===== src/rtl/rcr_pkg.sv =====
// Shared constants and carrier types for the reset cause recorder.
// Assumes one 50 MHz core clock and an AXI4-Lite register port.
package rcr_pkg;

  localparam int PC_W = 13;
  localparam int IRQ_W = 7;

  // Register byte offsets
  localparam logic [7:0] OFS_RESET_CAUSE = 8'h00;
  localparam logic [7:0] OFS_CORE_STATUS = 8'h04;
  localparam logic [7:0] OFS_IRQ_STATUS = 8'h08;
  localparam logic [7:0] OFS_IRQ_MASK = 8'h0C;

  // Reset cause register fields
  localparam int CAUSE_BOR_BIT = 0;
  localparam int CAUSE_POR_BIT = 1;
  localparam int CAUSE_OK_BIT = 2;
  localparam int CAUSE_HIST_BIT = 3;
  localparam int CAUSE_REF_BIT = 7;
  localparam logic [7:0] CAUSE_RESET = 8'h00;
  localparam logic [7:0] CAUSE_IMPL_MASK = 8'h8F;

  // Core status register: bits 4 and 3 belong to hardware only
  localparam logic [7:0] STATUS_RESET = 8'h18;
  localparam logic [7:0] STATUS_SW_MASK = 8'hE7;

  // Status update masks, new = (old & keep) | set
  localparam logic [7:0] KEEP_POWER = 8'h07;
  localparam logic [7:0] SET_POWER = 8'h18;
  localparam logic [7:0] KEEP_PIN_RUN = 8'h1F;
  localparam logic [7:0] SET_PIN_RUN = 8'h00;
  localparam logic [7:0] KEEP_PIN_SLEEP = 8'h17;
  localparam logic [7:0] SET_PIN_SLEEP = 8'h10;
  localparam logic [7:0] KEEP_WDT_RESET = 8'h0F;
  localparam logic [7:0] SET_WDT_RESET = 8'h00;
  localparam logic [7:0] KEEP_WDT_WAKE = 8'hE7;
  localparam logic [7:0] SET_WDT_WAKE = 8'h00;
  localparam logic [7:0] KEEP_IRQ_WAKE = 8'hF7;
  localparam logic [7:0] SET_IRQ_WAKE = 8'h10;

  // Program counter targets
  localparam logic [PC_W-1:0] PC_RESTART = 13'h0000;
  localparam logic [PC_W-1:0] PC_VECTOR = 13'h0004;
  localparam logic [PC_W-1:0] PC_STEP = 13'h0001;

  localparam logic [1:0] RESP_OKAY = 2'h0;
  localparam logic [1:0] RESP_SLVERR = 2'h2;

  // Reset and wake sources, one-cycle pulses
  typedef struct packed {
    logic irq_wake;
    logic wdt_wake;
    logic wdt_reset;
    logic pin_reset;
    logic bor;
    logic por;
  } rcr_event_type;

  typedef struct packed {
    logic hit;
    logic restart;
    logic resume;
    logic irq_wake;
    logic clr_por;
    logic clr_bor;
    logic [7:0] keep;
    logic [7:0] set;
  } rcr_action_type;

  typedef struct packed {
    logic load;
    logic push;
    logic [PC_W-1:0] target;
    logic [PC_W-1:0] ret;
  } rcr_pc_cmd_type;

  typedef enum logic [1:0] {
    RCR_RUN = 2'b00,
    RCR_EXEC_ONE = 2'b01
  } rcr_fsm_type;

  typedef struct packed {
    logic aw_have;
    logic w_have;
    logic [7:0] waddr;
    logic [7:0] wdata;
    logic wstrb0;
    logic wr_pulse;
    logic awready;
    logic wready;
    logic bvalid;
    logic [1:0] bresp;
    logic arready;
    logic rvalid;
    logic [1:0] rresp;
    logic [7:0] rdata;
  } rcr_axil_state_type;

endpackage


===== src/rtl/rcr_event_decode.sv =====
// Priority decoder from reset and wake sources to status updates.
// Assumes at most one source per cycle; otherwise the top one wins.
`timescale 1ns/1ns
`default_nettype none
module rcr_event_decode (
  // Sources
  input wire rcr_pkg::rcr_event_type ev,
  input wire logic asleep,
  // Decoded action
  output rcr_pkg::rcr_action_type act
);

  always_comb begin
    act = '0;
    act.keep = 8'hFF;
    if (ev.por) begin
      act.hit = 1'b1;
      act.restart = 1'b1;
      act.clr_por = 1'b1;
      act.keep = rcr_pkg::KEEP_POWER;
      act.set = rcr_pkg::SET_POWER;
    end else if (ev.bor) begin
      act.hit = 1'b1;
      act.restart = 1'b1;
      act.clr_bor = 1'b1;
      act.keep = rcr_pkg::KEEP_POWER;
      act.set = rcr_pkg::SET_POWER;
    end else if (ev.pin_reset && asleep) begin
      act.hit = 1'b1;
      act.restart = 1'b1;
      act.keep = rcr_pkg::KEEP_PIN_SLEEP;
      act.set = rcr_pkg::SET_PIN_SLEEP;
    end else if (ev.pin_reset) begin
      act.hit = 1'b1;
      act.restart = 1'b1;
      act.keep = rcr_pkg::KEEP_PIN_RUN;
      act.set = rcr_pkg::SET_PIN_RUN;
    end else if (ev.wdt_reset) begin
      act.hit = 1'b1;
      act.restart = 1'b1;
      act.keep = rcr_pkg::KEEP_WDT_RESET;
      act.set = rcr_pkg::SET_WDT_RESET;
    end else if (ev.wdt_wake) begin
      act.hit = 1'b1;
      act.resume = 1'b1;
      act.keep = rcr_pkg::KEEP_WDT_WAKE;
      act.set = rcr_pkg::SET_WDT_WAKE;
    end else if (ev.irq_wake) begin
      act.hit = 1'b1;
      act.resume = 1'b1;
      act.irq_wake = 1'b1;
      act.keep = rcr_pkg::KEEP_IRQ_WAKE;
      act.set = rcr_pkg::SET_IRQ_WAKE;
    end
  end

endmodule
`default_nettype wire


===== src/rtl/rcr_axil.sv =====
// AXI4-Lite slave front end, one write and one read at a time.
// Assumes the parent decodes addresses and supplies read data.
`timescale 1ns/1ns
`default_nettype none
module rcr_axil (
  input wire logic clk,
  input wire logic rst,
  // AXI4-Lite
  input wire logic [31:0] s_axi_awaddr,
  input wire logic s_axi_awvalid,
  output logic s_axi_awready,
  input wire logic [31:0] s_axi_wdata,
  input wire logic [3:0] s_axi_wstrb,
  input wire logic s_axi_wvalid,
  output logic s_axi_wready,
  output logic [1:0] s_axi_bresp,
  output logic s_axi_bvalid,
  input wire logic s_axi_bready,
  input wire logic s_axi_arvalid,
  output logic s_axi_arready,
  output logic [31:0] s_axi_rdata,
  output logic [1:0] s_axi_rresp,
  output logic s_axi_rvalid,
  input wire logic s_axi_rready,
  // Register side
  output logic wr_pulse,
  output logic [7:0] wr_addr,
  output logic [7:0] wr_data,
  output logic wr_lane0,
  input wire logic wr_hit,
  input wire logic rd_hit,
  input wire logic [7:0] rd_data
);

  rcr_pkg::rcr_axil_state_type q, d;

  always_comb begin
    d = q;
    d.wr_pulse = 1'b0;
    if (s_axi_awvalid && q.awready) begin
      d.aw_have = 1'b1;
      d.waddr = s_axi_awaddr[7:0];
    end
    if (s_axi_wvalid && q.wready) begin
      d.w_have = 1'b1;
      d.wdata = s_axi_wdata[7:0];
      d.wstrb0 = s_axi_wstrb[0];
    end
    // Write lands one cycle after both halves are held
    if (q.aw_have && q.w_have && !q.bvalid) begin
      d.aw_have = 1'b0;
      d.w_have = 1'b0;
      d.bvalid = 1'b1;
      d.bresp = wr_hit ? rcr_pkg::RESP_OKAY : rcr_pkg::RESP_SLVERR;
      d.wr_pulse = wr_hit && q.wstrb0;
    end
    if (q.bvalid && s_axi_bready) begin
      d.bvalid = 1'b0;
    end
    if (s_axi_arvalid && q.arready) begin
      d.rvalid = 1'b1;
      d.rdata = rd_data;
      d.rresp = rd_hit ? rcr_pkg::RESP_OKAY : rcr_pkg::RESP_SLVERR;
    end else if (q.rvalid && s_axi_rready) begin
      d.rvalid = 1'b0;
    end
    d.awready = !d.aw_have && !d.bvalid;
    d.wready = !d.w_have && !d.bvalid;
    d.arready = !d.rvalid;
  end

  always_ff @(posedge clk) begin
    if (rst) begin
      q <= '0;
    end else begin
      q <= d;
    end
  end

  assign s_axi_awready = q.awready;
  assign s_axi_wready = q.wready;
  assign s_axi_bvalid = q.bvalid;
  assign s_axi_bresp = q.bresp;
  assign s_axi_arready = q.arready;
  assign s_axi_rvalid = q.rvalid;
  assign s_axi_rresp = q.rresp;
  assign s_axi_rdata = {24'h000000, q.rdata};
  assign wr_pulse = q.wr_pulse;
  assign wr_addr = q.waddr;
  assign wr_data = q.wdata;
  assign wr_lane0 = q.wstrb0;

endmodule
`default_nettype wire


===== src/rtl/rcr_top.sv =====
// Reset cause recorder: core status and reset cause registers,
// restart and resume steering of the program counter, supply status.
// Assumes source pulses and supply levels are synchronous to clk.
//
// Notes on behaviour
// - Power-on clears power flag; brown-out clears brown flag; both set status bits.
// - After power or brown-out reset: start at zero, upper status reads 0001 1.
// - Pin reset while running: start at zero, clear top three status bits.
// - Pin reset while asleep: start at zero, set expired, clear sleep bit.
// - Watchdog reset clears top four bits; watchdog wake resumes, clears both.
// - Interrupt wake resumes next instruction, sets expired, clears sleep bit.
// - Interrupt wake with enable: run one instruction, push return, jump vector.
// - Cause register holds power-on flag in bit 1, brown-out in bit 0.
// - Bit 2 shows live supply regulation state.
// - Bit 3 clears when regulation drops and stays zero until firmware sets.
// - Bit 7 shows main supply above analog with converter reference present.
// - Unimplemented bits, including cause bits 6 to 4, read as zero.
`timescale 1ns/1ns
`default_nettype none
module rcr_top (
  input wire logic clk,
  input wire logic rst,
  // AXI4-Lite
  input wire logic [31:0] s_axi_awaddr,
  input wire logic s_axi_awvalid,
  output logic s_axi_awready,
  input wire logic [31:0] s_axi_wdata,
  input wire logic [3:0] s_axi_wstrb,
  input wire logic s_axi_wvalid,
  output logic s_axi_wready,
  output logic [1:0] s_axi_bresp,
  output logic s_axi_bvalid,
  input wire logic s_axi_bready,
  input wire logic [31:0] s_axi_araddr,
  input wire logic s_axi_arvalid,
  output logic s_axi_arready,
  output logic [31:0] s_axi_rdata,
  output logic [1:0] s_axi_rresp,
  output logic s_axi_rvalid,
  input wire logic s_axi_rready,
  // Reset and wake sources
  input wire rcr_pkg::rcr_event_type ev,
  input wire logic asleep,
  // Core side
  input wire logic global_irq_enable,
  input wire logic [rcr_pkg::PC_W-1:0] current_pc,
  input wire logic instr_retired,
  output rcr_pkg::rcr_pc_cmd_type pc_cmd,
  output logic [7:0] core_status,
  // Supply monitors
  input wire logic supply_in_regulation,
  input wire logic supply_main_above_analog,
  input wire logic converter_reference_present,
  // Interrupt
  output logic irq
);

  typedef struct packed {
    rcr_pkg::rcr_fsm_type fsm;
    logic [7:0] cause;
    logic [7:0] status;
    logic [rcr_pkg::IRQ_W-1:0] irq_stat;
    logic [rcr_pkg::IRQ_W-1:0] irq_mask;
    logic irq;
    logic [rcr_pkg::PC_W-1:0] resume_pc;
    rcr_pkg::rcr_pc_cmd_type cmd;
  } rcr_top_state_type;

  rcr_top_state_type q, d;
  rcr_pkg::rcr_action_type act;
  logic wr_pulse;
  logic [7:0] wr_addr;
  logic [7:0] wr_data;
  logic wr_lane0;
  logic wr_hit;
  logic rd_hit;
  logic [7:0] rd_data;

  function automatic logic addr_hit(input logic [7:0] a);
    addr_hit = (a == rcr_pkg::OFS_RESET_CAUSE) || (a == rcr_pkg::OFS_CORE_STATUS)
      || (a == rcr_pkg::OFS_IRQ_STATUS) || (a == rcr_pkg::OFS_IRQ_MASK);
  endfunction

  rcr_event_decode u_decode (
    .ev(ev),
    .asleep(asleep),
    .act(act)
  );

  rcr_axil u_axil (
    .clk(clk),
    .rst(rst),
    .s_axi_awaddr(s_axi_awaddr),
    .s_axi_awvalid(s_axi_awvalid),
    .s_axi_awready(s_axi_awready),
    .s_axi_wdata(s_axi_wdata),
    .s_axi_wstrb(s_axi_wstrb),
    .s_axi_wvalid(s_axi_wvalid),
    .s_axi_wready(s_axi_wready),
    .s_axi_bresp(s_axi_bresp),
    .s_axi_bvalid(s_axi_bvalid),
    .s_axi_bready(s_axi_bready),
    .s_axi_arvalid(s_axi_arvalid),
    .s_axi_arready(s_axi_arready),
    .s_axi_rdata(s_axi_rdata),
    .s_axi_rresp(s_axi_rresp),
    .s_axi_rvalid(s_axi_rvalid),
    .s_axi_rready(s_axi_rready),
    .wr_pulse(wr_pulse),
    .wr_addr(wr_addr),
    .wr_data(wr_data),
    .wr_lane0(wr_lane0),
    .wr_hit(wr_hit),
    .rd_hit(rd_hit),
    .rd_data(rd_data)
  );

  assign wr_hit = addr_hit(wr_addr);
  assign rd_hit = addr_hit(s_axi_araddr[7:0]);

  // Read mux; unmapped offsets and unused bits return zero
  always_comb begin
    case (s_axi_araddr[7:0])
      rcr_pkg::OFS_RESET_CAUSE: rd_data = q.cause & rcr_pkg::CAUSE_IMPL_MASK;
      rcr_pkg::OFS_CORE_STATUS: rd_data = q.status;
      rcr_pkg::OFS_IRQ_STATUS: rd_data = {1'b0, q.irq_stat};
      rcr_pkg::OFS_IRQ_MASK: rd_data = {1'b0, q.irq_mask};
      default: rd_data = 8'h00;
    endcase
  end

  always_comb begin
    logic [rcr_pkg::IRQ_W-1:0] irq_set;
    logic [rcr_pkg::IRQ_W-1:0] irq_clr;
    logic sw_cause;
    logic sw_status;
    irq_set = '0;
    irq_clr = '0;
    sw_cause = wr_pulse && (wr_addr == rcr_pkg::OFS_RESET_CAUSE);
    sw_status = wr_pulse && (wr_addr == rcr_pkg::OFS_CORE_STATUS);
    d = q;
    d.cmd.load = 1'b0;
    d.cmd.push = 1'b0;

    // Software writes first, so hardware events below override them
    if (sw_status) begin
      d.status = (q.status & ~rcr_pkg::STATUS_SW_MASK) | (wr_data & rcr_pkg::STATUS_SW_MASK);
    end
    if (sw_cause) begin
      d.cause[rcr_pkg::CAUSE_POR_BIT] = wr_data[rcr_pkg::CAUSE_POR_BIT];
      d.cause[rcr_pkg::CAUSE_BOR_BIT] = wr_data[rcr_pkg::CAUSE_BOR_BIT];
      if (supply_in_regulation) begin
        d.cause[rcr_pkg::CAUSE_HIST_BIT] = wr_data[rcr_pkg::CAUSE_HIST_BIT];
      end
    end
    if (wr_pulse && (wr_addr == rcr_pkg::OFS_IRQ_MASK)) begin
      d.irq_mask = wr_data[rcr_pkg::IRQ_W-1:0];
    end
    if (wr_pulse && (wr_addr == rcr_pkg::OFS_IRQ_STATUS)) begin
      irq_clr = wr_data[rcr_pkg::IRQ_W-1:0];
    end

    // Reset and wake sources
    if (act.hit) begin
      d.status = (d.status & act.keep) | act.set;
    end
    if (act.clr_por) begin
      d.cause[rcr_pkg::CAUSE_POR_BIT] = 1'b0;
    end
    if (act.clr_bor) begin
      d.cause[rcr_pkg::CAUSE_BOR_BIT] = 1'b0;
    end

    // Live supply status and dropout history
    d.cause[rcr_pkg::CAUSE_OK_BIT] = supply_in_regulation;
    d.cause[rcr_pkg::CAUSE_REF_BIT] = supply_main_above_analog
      && converter_reference_present;
    d.cause[6:4] = 3'b000;
    if (!supply_in_regulation) begin
      d.cause[rcr_pkg::CAUSE_HIST_BIT] = 1'b0;
    end

    // Program counter steering
    case (q.fsm)
      rcr_pkg::RCR_RUN: begin
        if (act.restart) begin
          d.cmd.load = 1'b1;
          d.cmd.target = rcr_pkg::PC_RESTART;
        end else if (act.resume) begin
          d.cmd.load = 1'b1;
          d.cmd.target = current_pc + rcr_pkg::PC_STEP;
          d.resume_pc = current_pc + rcr_pkg::PC_STEP;
          if (act.irq_wake && global_irq_enable) begin
            d.fsm = rcr_pkg::RCR_EXEC_ONE;
          end
        end
      end
      rcr_pkg::RCR_EXEC_ONE: begin
        // A restart aborts the pending vector jump
        if (act.restart) begin
          d.cmd.load = 1'b1;
          d.cmd.target = rcr_pkg::PC_RESTART;
          d.fsm = rcr_pkg::RCR_RUN;
        end else if (instr_retired) begin
          d.cmd.load = 1'b1;
          d.cmd.push = 1'b1;
          d.cmd.ret = q.resume_pc + rcr_pkg::PC_STEP;
          d.cmd.target = rcr_pkg::PC_VECTOR;
          d.fsm = rcr_pkg::RCR_RUN;
        end
      end
      default: begin
        d.fsm = rcr_pkg::RCR_RUN;
      end
    endcase

    // Sticky events; a set in the clearing cycle survives
    irq_set = {q.cause[rcr_pkg::CAUSE_OK_BIT] && !supply_in_regulation,
      ev.irq_wake, ev.wdt_wake, ev.wdt_reset, ev.pin_reset, ev.bor, ev.por};
    d.irq_stat = (q.irq_stat & ~irq_clr) | irq_set;
    d.irq = |(d.irq_stat & d.irq_mask);
  end

  always_ff @(posedge clk) begin
    if (rst) begin
      q <= '0;
      q.fsm <= rcr_pkg::RCR_RUN;
      q.cause <= rcr_pkg::CAUSE_RESET;
      q.status <= rcr_pkg::STATUS_RESET;
    end else begin
      q <= d;
    end
  end

  assign pc_cmd = q.cmd;
  assign core_status = q.status;
  assign irq = q.irq;

endmodule
`default_nettype wire


===== config.mk =====
export PLATFORM = sky130hd
export DESIGN_NAME = rcr_top
export DESIGN_NICKNAME = d
export VERILOG_FILES = /design/src/rtl/rcr_pkg.sv /design/src/rtl/rcr_event_decode.sv /design/src/rtl/rcr_axil.sv /design/src/rtl/rcr_top.sv
export SDC_FILE = /design/constraint.sdc
export NUM_CORES = 1
export LEC_CHECK = 0
export BUFFER_PORTS_ARGS = -buffer_cell sky130_fd_sc_hd__buf_2
export CAP_MARGIN = 20
export CORE_ASPECT_RATIO = 0.7
export CORE_MARGIN = 2
export CORE_UTILIZATION = 25
export DETAILED_ROUTE_END_ITERATION = 10
export MAX_ROUTING_LAYER = met4
export SETUP_SLACK_MARGIN = 0.5
export SYNTH_ARGS = -nofsm -noshare
export SYNTH_HDL_FRONTEND = slang
export SYNTH_HIERARCHICAL = 1
export SYNTH_SLANG_ARGS = --single-unit

===== constraint.sdc =====
create_clock -name clk -period 1.72 [get_ports clk]
set_input_delay 0.172 -clock clk [delete_from_list [all_inputs] [get_ports clk]]
set_output_delay 0.172 -clock clk [all_outputs]
set_load 0.05 [all_outputs]

**After elaboration in Yosys (flattened, before gate mapping)**

Cells that the tools add are included.
Widths: inputs -> output; s select.

- Register bits: 108
- Output and inout bits: 78
- Word-level logic and storage cells: 152

- Add/sub/neg operators: 2
- Eq/ne operators: 12
- Multiplexer cells: 55
- Bitwise gates (word level): 11
- Reductions and logical operators: 44

Operator list:

| operator | count |
|---|---|
| $mux 16 | 6 |
| $mux 13 | 3 |
| $mux 2 | 18 |
| $eq 8x4->1 const B | 4 |
| $pmux 8 s4 | 1 |
| $mux 28 | 1 |
| $add 13x1->13 const B | 2 |
| $pmux 13 s2 | 1 |
| $logic_and 1x1->1 | 18 |
| $mux 1 | 17 |
| $eq 8x3->1 const B | 2 |
| $logic_not 8->1 | 2 |
| $mux 8 | 2 |
| $and 7x7->7 | 2 |
| $mux 7 | 2 |
| $mux 12 | 1 |
| $reduce_and 3->1 | 3 |
| $and 8x8->8 | 1 |
| $or 5x8->8 | 1 |
| $or 8x8->8 | 1 |
| $reduce_or 2->1 | 4 |
| $not 7->7 | 1 |
| $or 7x7->7 | 1 |
| $reduce_or 7->1 | 1 |
| other kinds (13) | 29 |

**Longest topological paths before layout**

Gate-level depths: netlist (run 1).

- Depth after elaboration: 12
- Gate-level depth with buffers: 8
- Depth with buffers taken out: 7

**By module**

Netlist (run 1), hierarchy kept.

By module, submodules not included:

| module | times used | cells each | area each (um^2) | seq. area each (um^2) |
|---|---|---|---|---|
| rcr_top | 1 | 401 | 3473.3 | 1401.3 |
| rcr_axil | 1 | 200 | 1889.3 | 700.7 |
| rcr_event_decode | 1 | 28 | 195.2 | 0.0 |

**Least setup slack after synthesis (run 1)**

Ideal clock, no wire load.

- Kind: in2reg
- Start: input ev[2] in the netlist's numbering
- End: register q[31] in the netlist's numbering
- Setup time: 71 ps
- Arrival: 1761 ps
- Required time: 1649 ps
- Slack: -112 ps
- Stages on the path: 8
- Buffers on the path: 1
- Cell sequence: nor4_4 > inv_2 > nor2_1 > nor2b_1 > nor2b_1 > buf_2 > nand2_1 > a21oi_1

RTL lines:

| what | RTL line | text |
|---|---|---|
| start, declared | rcr_top.sv:42 | `input wire rcr_pkg::rcr_event_type ev,` |
| end, declared | rcr_top.sv:69 | `rcr_top_state_type q, d;` |

**Final worst setup path (run 1)**

- Start: register u_axil.q (netlist bit u_axil/wr_addr[5])
- End: register q (netlist bit irq)

- Cells in the longest elaborated chain, start to end: 8
- Elaborated cells between the ends (all ways): 11
- Classes of those cells: 2 x eq/ne; 2 x mux; 4 x bitwise; 3 x reduce/logical

RTL lines:

| what | RTL line | text |
|---|---|---|
| start, declared | rcr_axil.sv:35 | `rcr_pkg::rcr_axil_state_type q, d;` |
| start signal, assigned | rcr_axil.sv:74 | `q <= '0;` |
| start signal, assigned | rcr_axil.sv:76 | `q <= d;` |
| $eq 8x4->1 | rcr_top.sv:159 | `if (wr_pulse && (wr_addr == rcr_pkg::OFS_IRQ_STATUS)) begin` |
| $logic_and 1x1->1 | rcr_top.sv:159 |  |
| $mux 7 | rcr_top.sv:159 |  |
| $not 7->7 | rcr_top.sv:220 | `d.irq_stat = (q.irq_stat & ~irq_clr) \| irq_set;` |
| $and 7x7->7 | rcr_top.sv:220 |  |
| $or 7x7->7 | rcr_top.sv:220 |  |
| $and 7x7->7 * | rcr_top.sv:221 | `d.irq = \|(d.irq_stat & d.irq_mask);` |
| $reduce_or 7->1 * | rcr_top.sv:221 |  |

Mark *: on every way between the ends. The rest lies on a longest branch, timed or not.
A chain may end at the register's enable or synchronous reset.

==> impl_results.md, run 1 <==
* P per Cell Area at 752 nW/um^2
* Die span in y at about 130 um
* First-pass GRT wire length at 22700 um
* Final setup fails at 2
* H-tree lvl count at 3
* Failing checks: setup timing
* Routed Antenna Nets at 0
* Final Cell Area at 7220 um^2
* Core Rows at 45
* Root buf cell: clkbuf_16
* Crit. End Element: flop
* Fin Setup TNS at -127 ps
* Starting density of the core at 25.6%
* EDFF count, synth at 0
* Num ports at 210
* Buffers added on ports at 108
* Synth unique cells at 54
* Most frequent cells in the layout: buf_2 (99), dfxtp_1 (83), buf_4 (39), nand2_1 (38), a21oi_1 (38)
* GP Congestion at 0.820
* CTS Buf Count at 9
* TritonCTS clock tree: done
* Critical Path RT at 1990 ps
* FF+latch count, synth at 105
* Max Freq at 560 MHz
* Hold WS at 54.0 ps
* Routed len/inst at ~15 um
* Number of synthesis warnings at 6
* Status: complete, but fails checks
* DR vias at 4413
* Pleak at 2.93 nW
* Synth Flop Type: dfxtp_1
* RSZ-0062 raised after global routing: true
* Final min period at approximately 1800 ps
* Worst r2r path cells at 7
* WS Path Type: flop to flop
* Die Width at 182 um
* Startpoint types: flop
* Fin crit share at 104%
* Pre-CTS WS at -78.9 ps
* Slew HR at 52.0%
* Routed vias/inst at approximately 4.4
* Worst EP arrival at 2060 ps
* Clock Skews at 7.96 ps
* Clk sinks at 105
* Layout cell share with drive strength beyond 1 at 48.5%
* Initial drt markers at 219
* Clock tree buffer depth at 2
* P&R area growth vs syn at 29.9%
* Setup ws final at -66.2 ps
* 1st-pass router iterations at 4
* CORE AREA at 21700 um^2
* Post-DP Area at 6070 um^2
* Largest net degree at the start of global routing at 58
* Sequential share of the synthesized area at a little under two fifths
* Drt drc at 0
* Cell Area, Synth at 5560 um^2
* Fillers at about 2300
* Post-synth ARST share at 0%
* Post-DP HPWL at between 10000 and 15000 um
* Post-route insts no fill at ~1000
* Worst min path class: input port to flop
* Worst-Skew Late Latency at between 300 and 400 ps
* Hold path cells at 3
* Max VDD drop at 0.472 mV
* Max_cap viols at 0
* Final hold violation count at 0
* Pins Over Slew Limit at 0
* Nets at roughly 850
* Cell count after synthesis at 629
* Clock-pin slew on the worst setup and hold paths at 70 ps
* Antenna violations before repair at 1
* Placed cell count at 957
* GRT Total Usage at between 10% and 20%
* Avg Synthesized Cell Area at 8.84 um^2
* Crit-path max FO at 5
* Grt ovf at 0
* Vias in the first global route at 4139
* Commonest non-fill, non-tap cell in the layout: buf_2
* Worst-margin pin slew at 720 ps
* Total die area at 23500 um^2
* Final WL at ~15000 um
* Hold bufs inserted after CTS at 0
-- flip-flops by register name (all words and copies together) (netlist names), 2 cells and up --
| register | count |
|---|---|
| q | 33 |
| u_axil/wr_data | 8 |
| pc_cmd | 28 |
| u_axil/s_axi_rdata | 8 |
| u_axil/q | 2 |
| u_axil/wr_addr | 8 |
| core_status | 8 |
-- cells by family after synthesis --
family,synth area share (%)
buffers and inverters,17.8
and+or+nand+nor,18.0
DFF,37.8
xor gates and xnor gates,3.47
adders and majority gates,0.450
muxes,5.99
other,0.203
AOI/OAI and AO/OA,16.3
-- routing by layer --
metal,up-vias,track usage (%),wire length [um]
met5,-,-,0
met4,0,3.51,199
met3,14,4.70,1130
met2,92,17.6,6250
met1,2087,17.5,7480
li1,2220,-,-
-- area by class of cell --
| class | instances | area [um^2] | share of cell area [%] |
|---|---|---|---|
| antenna | 1 | 2.50 | 0.0347 |
| clock inverter | 6 | 68.8 | 0.953 |
| clock buffer | 9 | 225 | 3.12 |
| sequential | 105 | 2140 | 29.6 |
| tap | 282 | 353 | 4.89 |
| timing repair buffer | 180 | 1310 | 18.1 |
| inverter | 8 | 30.0 | 0.416 |
| multi-input combinational | 415 | 3090 | 42.8 |
-- where the power goes --
| part | switching [mW] | internal (mW) |
|---|---|---|
| Combinational | 0.506 | 0.275 |
| Sequential | 0.0624 | 2.49 |
| Clock | 0.963 | 1.13 |
| Total | 1.53 | 3.90 |
-- per-stage QoR --
step                total power [mW]  util (%)
detailed placement              3.31      27.9
CTS                             5.48      31.6
global placement                3.31      27.9
floorplan                       3.22         -
finish                          5.43      33.2
global route                    5.67      33.2
-- repair_timing --
action,CTS,global route
pin swaps,44,17
setup buffers,19,13
resized for setup,112,52
cloned,0,1
setup endpoints to repair,69,72
-- critical path, stage by stage (launching register included) --
cell and delay [ps]:
dfxtp_2 340, nor4_4 260, buf_4 180, nand4_4 160
buf_6 190, mux2i_4 180, o32a_1 200, a41oi_2 200
-- synth_stat cells (13+ instances only) --
library cell    n  area [um^2]
nand3_1        38          190
nor2_1         42          158
mux2i_1        13          130
a21oi_1        56          280
xor2_1         14          123
clkbuf_1       15         56.3
nor3_1         16         80.1
a21bo_2        22          220
nand2_1        53          199
a211oi_1       16          120
dfxtp_1       105         2100
buf_4         103          773
-- worst paths after layout --
check | slack, ps | start | end
setup / recovery | -70 | u_axil/wr_addr[5] | irq
hold / removal | 50 | converter_reference_present | q[71]
setup reg to reg | -70 | u_axil/wr_addr[5] | irq
hold reg to reg | 440 | u_axil/wr_lane0 | u_axil/wr_pulse
No activity file was read; power rests on OpenSTA's default activity.
==> inputs of run 2 (changes only) <==
--- a/config.mk
+++ b/config.mk
@@ -9,9 +9,10 @@
 export CAP_MARGIN = 20
 export CORE_ASPECT_RATIO = 0.7
 export CORE_MARGIN = 2
-export CORE_UTILIZATION = 25
+export CORE_UTILIZATION = 45
 export DETAILED_ROUTE_END_ITERATION = 10
 export MAX_ROUTING_LAYER = met4
+export PLACE_DENSITY = 0.85
 export SETUP_SLACK_MARGIN = 0.5
 export SYNTH_ARGS = -nofsm -noshare
 export SYNTH_HDL_FRONTEND = slang
==> impl_results.md, run 2 (synthesis gave the netlist of run 1 again) <==
* Status: complete, but fails checks
* Failing checks: setup timing
* Fin util at 61.9% (+29 points)
* First-pass GRT wire length at 24200 um (+6.6%)
* Fillers at 914 (-60%)
* Max_cap viols at 0 (unchanged)
* Final hold violation count at 0 (unchanged)
* Clock Skews at 10.2 ps (+2.27 ps)
* Most frequent cells in the layout: buf_2 (95), dfxtp_1 (83), buf_4 (52), a21oi_1 (35), conb_1 (35)
* Fin crit share at 105% (+1.1 points)
* Startpoint types: flop
* Worst R2R Start: u_axil/wr_addr[4]
* Pleak at 3.07 nW (+4.8%)
* GP Congestion at 0.939 (+15%)
* Final WL at 15700 um (+4.3%)
* ANT cells at 0 (-1)
* Top sig layer: met4
* WS Path Type: flop to flop
* Wl on met1 at 7010 um (-6.3%)
* Layout cell share with drive strength beyond 1 at 53.3% (+4.8 points)
* Critical Path RT at 1920 ps (-70 ps)
* Largest net degree at the start of global routing at 53 (-8.6%)
* Commonest non-fill, non-tap cell in the layout: buf_2
* Largest Register: q
* Register area at 2140 um^2 (+0.23%)
* H-tree lvl count at 3 (unchanged)
* P per Cell Area at 738 nW/um^2 (-1.8%)
* Root buf cell: clkbuf_16
* Slew HR at 60.0% (+7.9 points)
* Final setup fails at 7 (+5)
* Nets at 851 (-0.23%)
* Clock-pin slew on the worst setup and hold paths at 80 ps (about the same)
* DR vias at 4704 (+6.6%)
* CORE AREA at 11900 um^2 (-45%)
* Vias in the first global route at 4714 (+14%)
* Power, Total at 5.43 mW (about the same)
* TritonCTS clock tree: done
* Final min period at 1810 ps (+19.1 ps)
* CTS Buf Count at 9 (unchanged)
* Buffers added on ports at 108 (unchanged)
* GRT Total Usage at 23.7% (+11 points)
* Worst EP arrival at 2000 ps (-60 ps)
* Routed length on met3 at 1050 um (-7.6%)
* Routed length on met2 at 7300 um (+17%)
* Die Width at 137 um (-25%)
* Crit. End Element: flop
* Hold WS at 45.5 ps (-8.52 ps)
* Max VDD drop at 0.545 mV (+15%)
* Clock tree buffer depth at 2 (unchanged)
* Post-DP HPWL at 9540 um (-11%)
* Num ports at 210 (unchanged)
* Hold bufs inserted after CTS at 0 (unchanged)
* Routed Antenna Nets at 0 (unchanged)
* Routed vias/inst at 5.35 (+22%)
* Grt ovf at 0 (unchanged)
* RSZ-0062 raised after global routing: true
* Max Freq at 554 MHz (-1.1%)
* Initial drt markers at 283 (+29%)
* Worst-Skew Late Latency at 350 ps (about the same)
* CP Launch Point: u_axil/wr_addr[4]
* Pins Over Slew Limit at 0 (unchanged)
* P&R area growth vs syn at 32.4%
* Clk sinks at 105 (unchanged)
* Worst-margin pin slew at 601 ps (-119 ps)
* Crit-path max FO at 6 (+1)
* Die span in y at 97.0 um (-25%)
* Core Rows at 33 (-27%)
* Max reg flops at 33 (unchanged)
* Setup ws final at -85.3 ps (-19.1 ps)
* Starting density of the core at 46.7% (+21 points)
* Hold_sp: converter_reference_present
* Antenna violations before repair at 0 (-1)
* 1st-pass router iterations at 5 (+1)
* Multi-input logic area at 3360 um^2 (+8.8%)
* Drt drc at 0 (unchanged)
* Routed len/inst at 17.9 um (+19%)
* Worst min path class: input port to flop
* Total die area at 13300 um^2 (-43%)
==> run 2: cell count changes in the layout (fill, tap and decap cells not counted), moves of 5 or more <==
| cell | before | now |
|---|---|---|
| buf_6 | 33 | 13 |
| buf_4 | 39 | 52 |
| a211oi_1 | 10 | 1 |
| nand2_1 | 38 | 29 |
| nor2_4 | 3 | 12 |
| a211oi_2 | 6 | 14 |
| nand2_8 | 0 | 7 |
| nor2_1 | 34 | 29 |
==> run 2: worst paths after layout <==
kind                endpoint  slack, ps  cells after the start
setup / recovery         irq        -90                      6
hold / removal         q[71]         50                      3
setup reg to reg         irq        -90                      6
hold reg to reg   pc_cmd[25]        450                      2
==> run 2: worst max-delay path, cell delays in order, from the launching register on <==
cell and delay (ps):
dfxtp_2 340, nor4_4 400, nand4_1 190, buf_6 190, nor3b_4 200, o32a_1 220
a41oi_1 110
==> run 2: timing repair <==
action | CTS | global route
resized for setup | 161 | 57
setup endpoints to repair | 68 | 77
gates cloned | 5 | 0
buffers inserted | 24 | 10
pin swaps | 45 | 32
==> run 2: area by class of cell <==
type / count / share of cell area (%)
sequential: 105 / 29.1
inverter: 8 / 0.459
multi-input combinational: 415 / 45.7
clock buffer: 10 / 3.25
clock inverter: 6 / 0.833
timing repair buffer: 178 / 17.9
tap: 157 / 2.67
==> run 2: per-stage QoR <==
| stage | std cells | worst slack (ps) | instance area (um^2) | TNS [ps] |
|---|---|---|---|---|
| after floorplan | 661 | -13.7 | 5860 | -13.7 |
| after global placement | 824 | 8.67 | 5850 | 0 |
| after detailed placement | 824 | -30.1 | 5850 | -46.5 |
| after CTS | 869 | -48.7 | 7080 | -144 |
| after global routing | 879 | -201 | 7360 | -1180 |
| final | 879 | -85.3 | 7360 | -437 |
==> run 2: routing by layer <==
| layer | vias to the layer above | global-route usage (%) |
|---|---|---|
| li1 | 2231 | - |
| met4 | 0 | 5.95 |
| met3 | 42 | 5.19 |
| met2 | 189 | 37.5 |
| met1 | 2242 | 30.7 |
| met5 | - | - |
==> run 2: power breakdown <==
part	total [mW]	switching, mW	internal, mW
registers	2.56	0.0743	2.49
logic	0.822	0.539	0.284
clock network	2.05	0.990	1.06
==> inputs of run 3 (changes only) <==
--- a/config.mk
+++ b/config.mk
@@ -5,12 +5,14 @@
 export SDC_FILE = /design/constraint.sdc
 export NUM_CORES = 1
 export LEC_CHECK = 0
+export ABC_AREA = 1
 export BUFFER_PORTS_ARGS = -buffer_cell sky130_fd_sc_hd__buf_2
 export CAP_MARGIN = 20
 export CORE_ASPECT_RATIO = 0.7
 export CORE_MARGIN = 2
 export CORE_UTILIZATION = 45
 export DETAILED_ROUTE_END_ITERATION = 10
+export GPL_TIMING_DRIVEN = 0
 export MAX_ROUTING_LAYER = met4
 export PLACE_DENSITY = 0.85
 export SETUP_SLACK_MARGIN = 0.5
==> impl_results.md, run 3 <==
* GP Congestion at 0.927 (-1.3%)
* Post-synth top area cell: dfxtp_1
* Clock Skews at 14.0 ps (+3.79 ps)
* Routed Antenna Nets at 0 (unchanged)
* Antenna violations before repair at 0 (unchanged)
* Largest Register: q
* Max Freq at 605 MHz (+9.2%)
* DR vias at 5451 (+16%)
* Post-route insts no fill at 1107 (+26%)
* Startpoint types: flop
* Status: completed
* CORE AREA at 11900 um^2 (-0.35%)
* Core Rows at 33 (unchanged)
* Root buf cell: clkbuf_16
* Setup ws final at 67.1 ps (+152 ps)
* Multi-input logic area at 2770 um^2 (-18%)
* Synth Flop Type: dfxtp_1
* Grt ovf at 0 (unchanged)
* CTS Buf Count at 9 (unchanged)
* Pre-CTS WS at -181 ps (-151 ps)
* Vias in the first global route at 4709 (-0.11%)
* Largest net degree at the start of global routing at 17 (-68%)
* Cell Area, Synth at 5520 um^2 (-0.74%)
* Pins Over Slew Limit at 0 (unchanged)
* Fillers at 958 (+4.8%)
* Most numerous cell in the Yosys netlist: nand2_1
* GRT Total Usage at 22.1% (-1.5 points)
* Final hold violation count at 0 (unchanged)
* Number of synthesis warnings at 6 (unchanged)
* Worst-margin pin slew at 608 ps (+7.17 ps)
* Max_cap viols at 0 (unchanged)
* Worst-path cell chain: buf_4, nor2_1, nand2_2, nor2_4, buf_12, nand3_2, nand2_2, nand2_2, nand2_1, nand2_1, nor2_2, a21oi_1
* Routed len/inst at 14.1 um (-21%)
* Routed vias/inst at 4.92 (-8.0%)
* Worst min path class: input port to flop
* CP delay by family, top: simple AND/OR/NAND/NOR gates
* Crit-path max FO at 8 (+2)
* Fin crit share at 96.1% (-8.9 points)
* Worst-Skew Late Latency at 350 ps (about the same)
* Commonest non-fill, non-tap cell in the layout: buf_4
* Pleak at 3.68 nW (+20%)
* Starting density of the core at 46.6% (-0.19 points)
* Die Width at 136 um (-0.36%)
* Most frequent cells in the layout: buf_4 (129), nand2_1 (119), nor2_1 (116), dfxtp_1 (88), buf_2 (69)
* EDFF count, synth at 0 (unchanged)
* Crit path buf inv count at 2 (+1)
* H-tree lvl count at 3 (unchanged)
* Share of the synthesized area in the top cell type at 38.1% (+0.28 points)
* Drt drc at 0 (unchanged)
* Post-synth top cells: nand2_1 (139), nor2_1 (124), dfxtp_1 (105), buf_4 (100), inv_1 (66)
* Slew HR at 59.5% (-0.48 points)
* P per Cell Area at 751 nW/um^2 (+1.7%)
* Synth unique cells at 45 (-17%)
* Max VDD drop at 0.468 mV (-14%)
* Die span in y at 96.6 um (-0.36%)
* Total die area at 13200 um^2 (-0.72%)
* Final min period at 1650 ps (-152 ps)
* Clock-pin slew on the worst setup and hold paths at 70 ps (about the same)
* Initial drt markers at 545 (+93%)
* Crit. End Element: flop
* Top cells by area, synth: dfxtp_1 (38%), buf_4 (14%), nand2_1 (9.5%)
* Sequential share of the synthesized area at 38.1% (+0.28 points)
* Num ports at 210 (unchanged)
* CP peak stage delay at 310 ps (-90 ps)
* Nets at 1078 (+27%)
* Final WL at 15600 um (-0.38%)
* Layout cell share with drive strength beyond 1 at 41.7% (-12 points)
* WS Path Type: flop to flop
* Post-synth ARST share at 0% (unchanged)
* FF+latch count, synth at 105 (unchanged)
* Register area at 2130 um^2 (-0.88%)
* Fin util at 63.2% (+1.4 points)
* RSZ-0062 raised after global routing: true
* Clk sinks at 105 (unchanged)
* Critical-path top delay cell: dfxtp_1
* First-pass GRT wire length at 22500 um (-7.0%)
* Worst EP arrival at 1870 ps (-130 ps)
* Post-DP HPWL at 10500 um (+10%)
* Critical Path RT at 1940 ps (+20 ps)
* Final setup fails at 0 (-7)
* P&R area growth vs syn at 35.9%
* Max reg flops at 33 (unchanged)
* TritonCTS clock tree: done
* Buffers added on ports at 108 (unchanged)
* Hold WS at 55.4 ps (+9.91 ps)
* 1st-pass router iterations at 8 (+3)
* Clock tree buffer depth at 2 (unchanged)
* Placed cell count at 1060 (+29%)
* Most used cell, CP: nand2_2
* Cell count after synthesis at 763 (+21%)
* Avg Synthesized Cell Area at 7.23 um^2 (-18%)
-- run 3: cell types whose count changed in the layout (fill, tap and decap cells not counted), moves of 22 or more --
cell,before,now
nand2_1,29,119
nor2_1,29,116
buf_4,52,129
inv_1,6,61
buf_2,95,69
a21bo_2,22,0
-- run 3: final timing paths --
check                                    from    endpoint  slack, ps  depth (start not counted)
hold / removal    converter_reference_present       q[71]         60                          3
setup reg to reg            u_axil/wr_addr[2]         irq         70                         12
hold reg to reg                    pc_cmd[16]  pc_cmd[16]        460                          2
setup / recovery            u_axil/wr_addr[2]         irq         70                         12
-- run 3: cell families (layout without fill, tap and decap cells) --
group / after synthesis / after routing / synth area share (%)
simple gates: 333 / 334 / 26.5
buf+inv: 190 / 343 / 20.3
compound gates: 119 / 119 / 12.7
flops: 105 / 105 / 38.1
xor+xnor: 11 / 11 / 1.75
other cells: 3 / 36 / 0.204
fa+ha+maj: 2 / 2 / 0.454
-- run 3: worst register-to-register path, stage by stage, from the launching register on --
cell and delay, ps:
dfxtp_1 310, buf_4 150, nor2_1 140, nand2_2 90, nor2_4 140, buf_12 140, nand3_2 80, nand2_2 100
nand2_2 40, nand2_1 70, nand2_1 60, nor2_2 110, a21oi_1 70
-- run 3: final cells by class --
| cell class | count | area share [%] |
|---|---|---|
| inverter | 72 | 3.84 |
| sequential | 105 | 28.4 |
| multi-input combinational | 501 | 37.0 |
| clock inverter | 3 | 0.301 |
| timing repair buffer | 136 | 12.2 |
| tap | 157 | 2.62 |
| antenna | 1 | 0.0334 |
| clock buffer | 13 | 3.61 |
| buffer | 118 | 11.9 |
| timing repair inverter | 1 | 0.117 |
-- run 3: per-stage QoR --
stage          setup TNS, ps  power, mW  cell area (um^2)
6_report                   0       5.63              7490
5_1_grt                -53.7       5.83              7490
4_1_cts                    0       5.57              7050
3_5_place_dp            -661       3.52              6490
3_3_place_gp            -695       3.51              6490
2_1_floorplan              0       3.31              5750
-- run 3: power breakdown --
| group | switching, mW | internal [mW] | total [mW] |
|---|---|---|---|
| registers | 0.0558 | 2.52 | 2.57 |
| clock network | 0.923 | 1.11 | 2.03 |
| logic | 0.641 | 0.384 | 1.03 |
-- run 3: timing repair --
item,CTS,global route
gates resized for setup,56,117
hold buffers,0,0
endpoints found under the hold margin,0,0
buffers inserted,11,15
cloned,1,3
pin swaps,20,28
setup endpoints to repair,83,108
-- run 3: metal layers --
| metal | GRT usage [%] | part of all wire (%) | wire length (um) | vias up |
|---|---|---|---|---|
| met4 | 6.17 | 2.8 | 443 | 0 |
| met3 | 4.61 | 9.9 | 1540 | 48 |
| li1 | - | - | - | 2659 |
| met1 | 31.8 | 44 | 6900 | 2448 |
| met5 | - | 0 | 0 | - |
| met2 | 31.2 | 43 | 6760 | 296 |
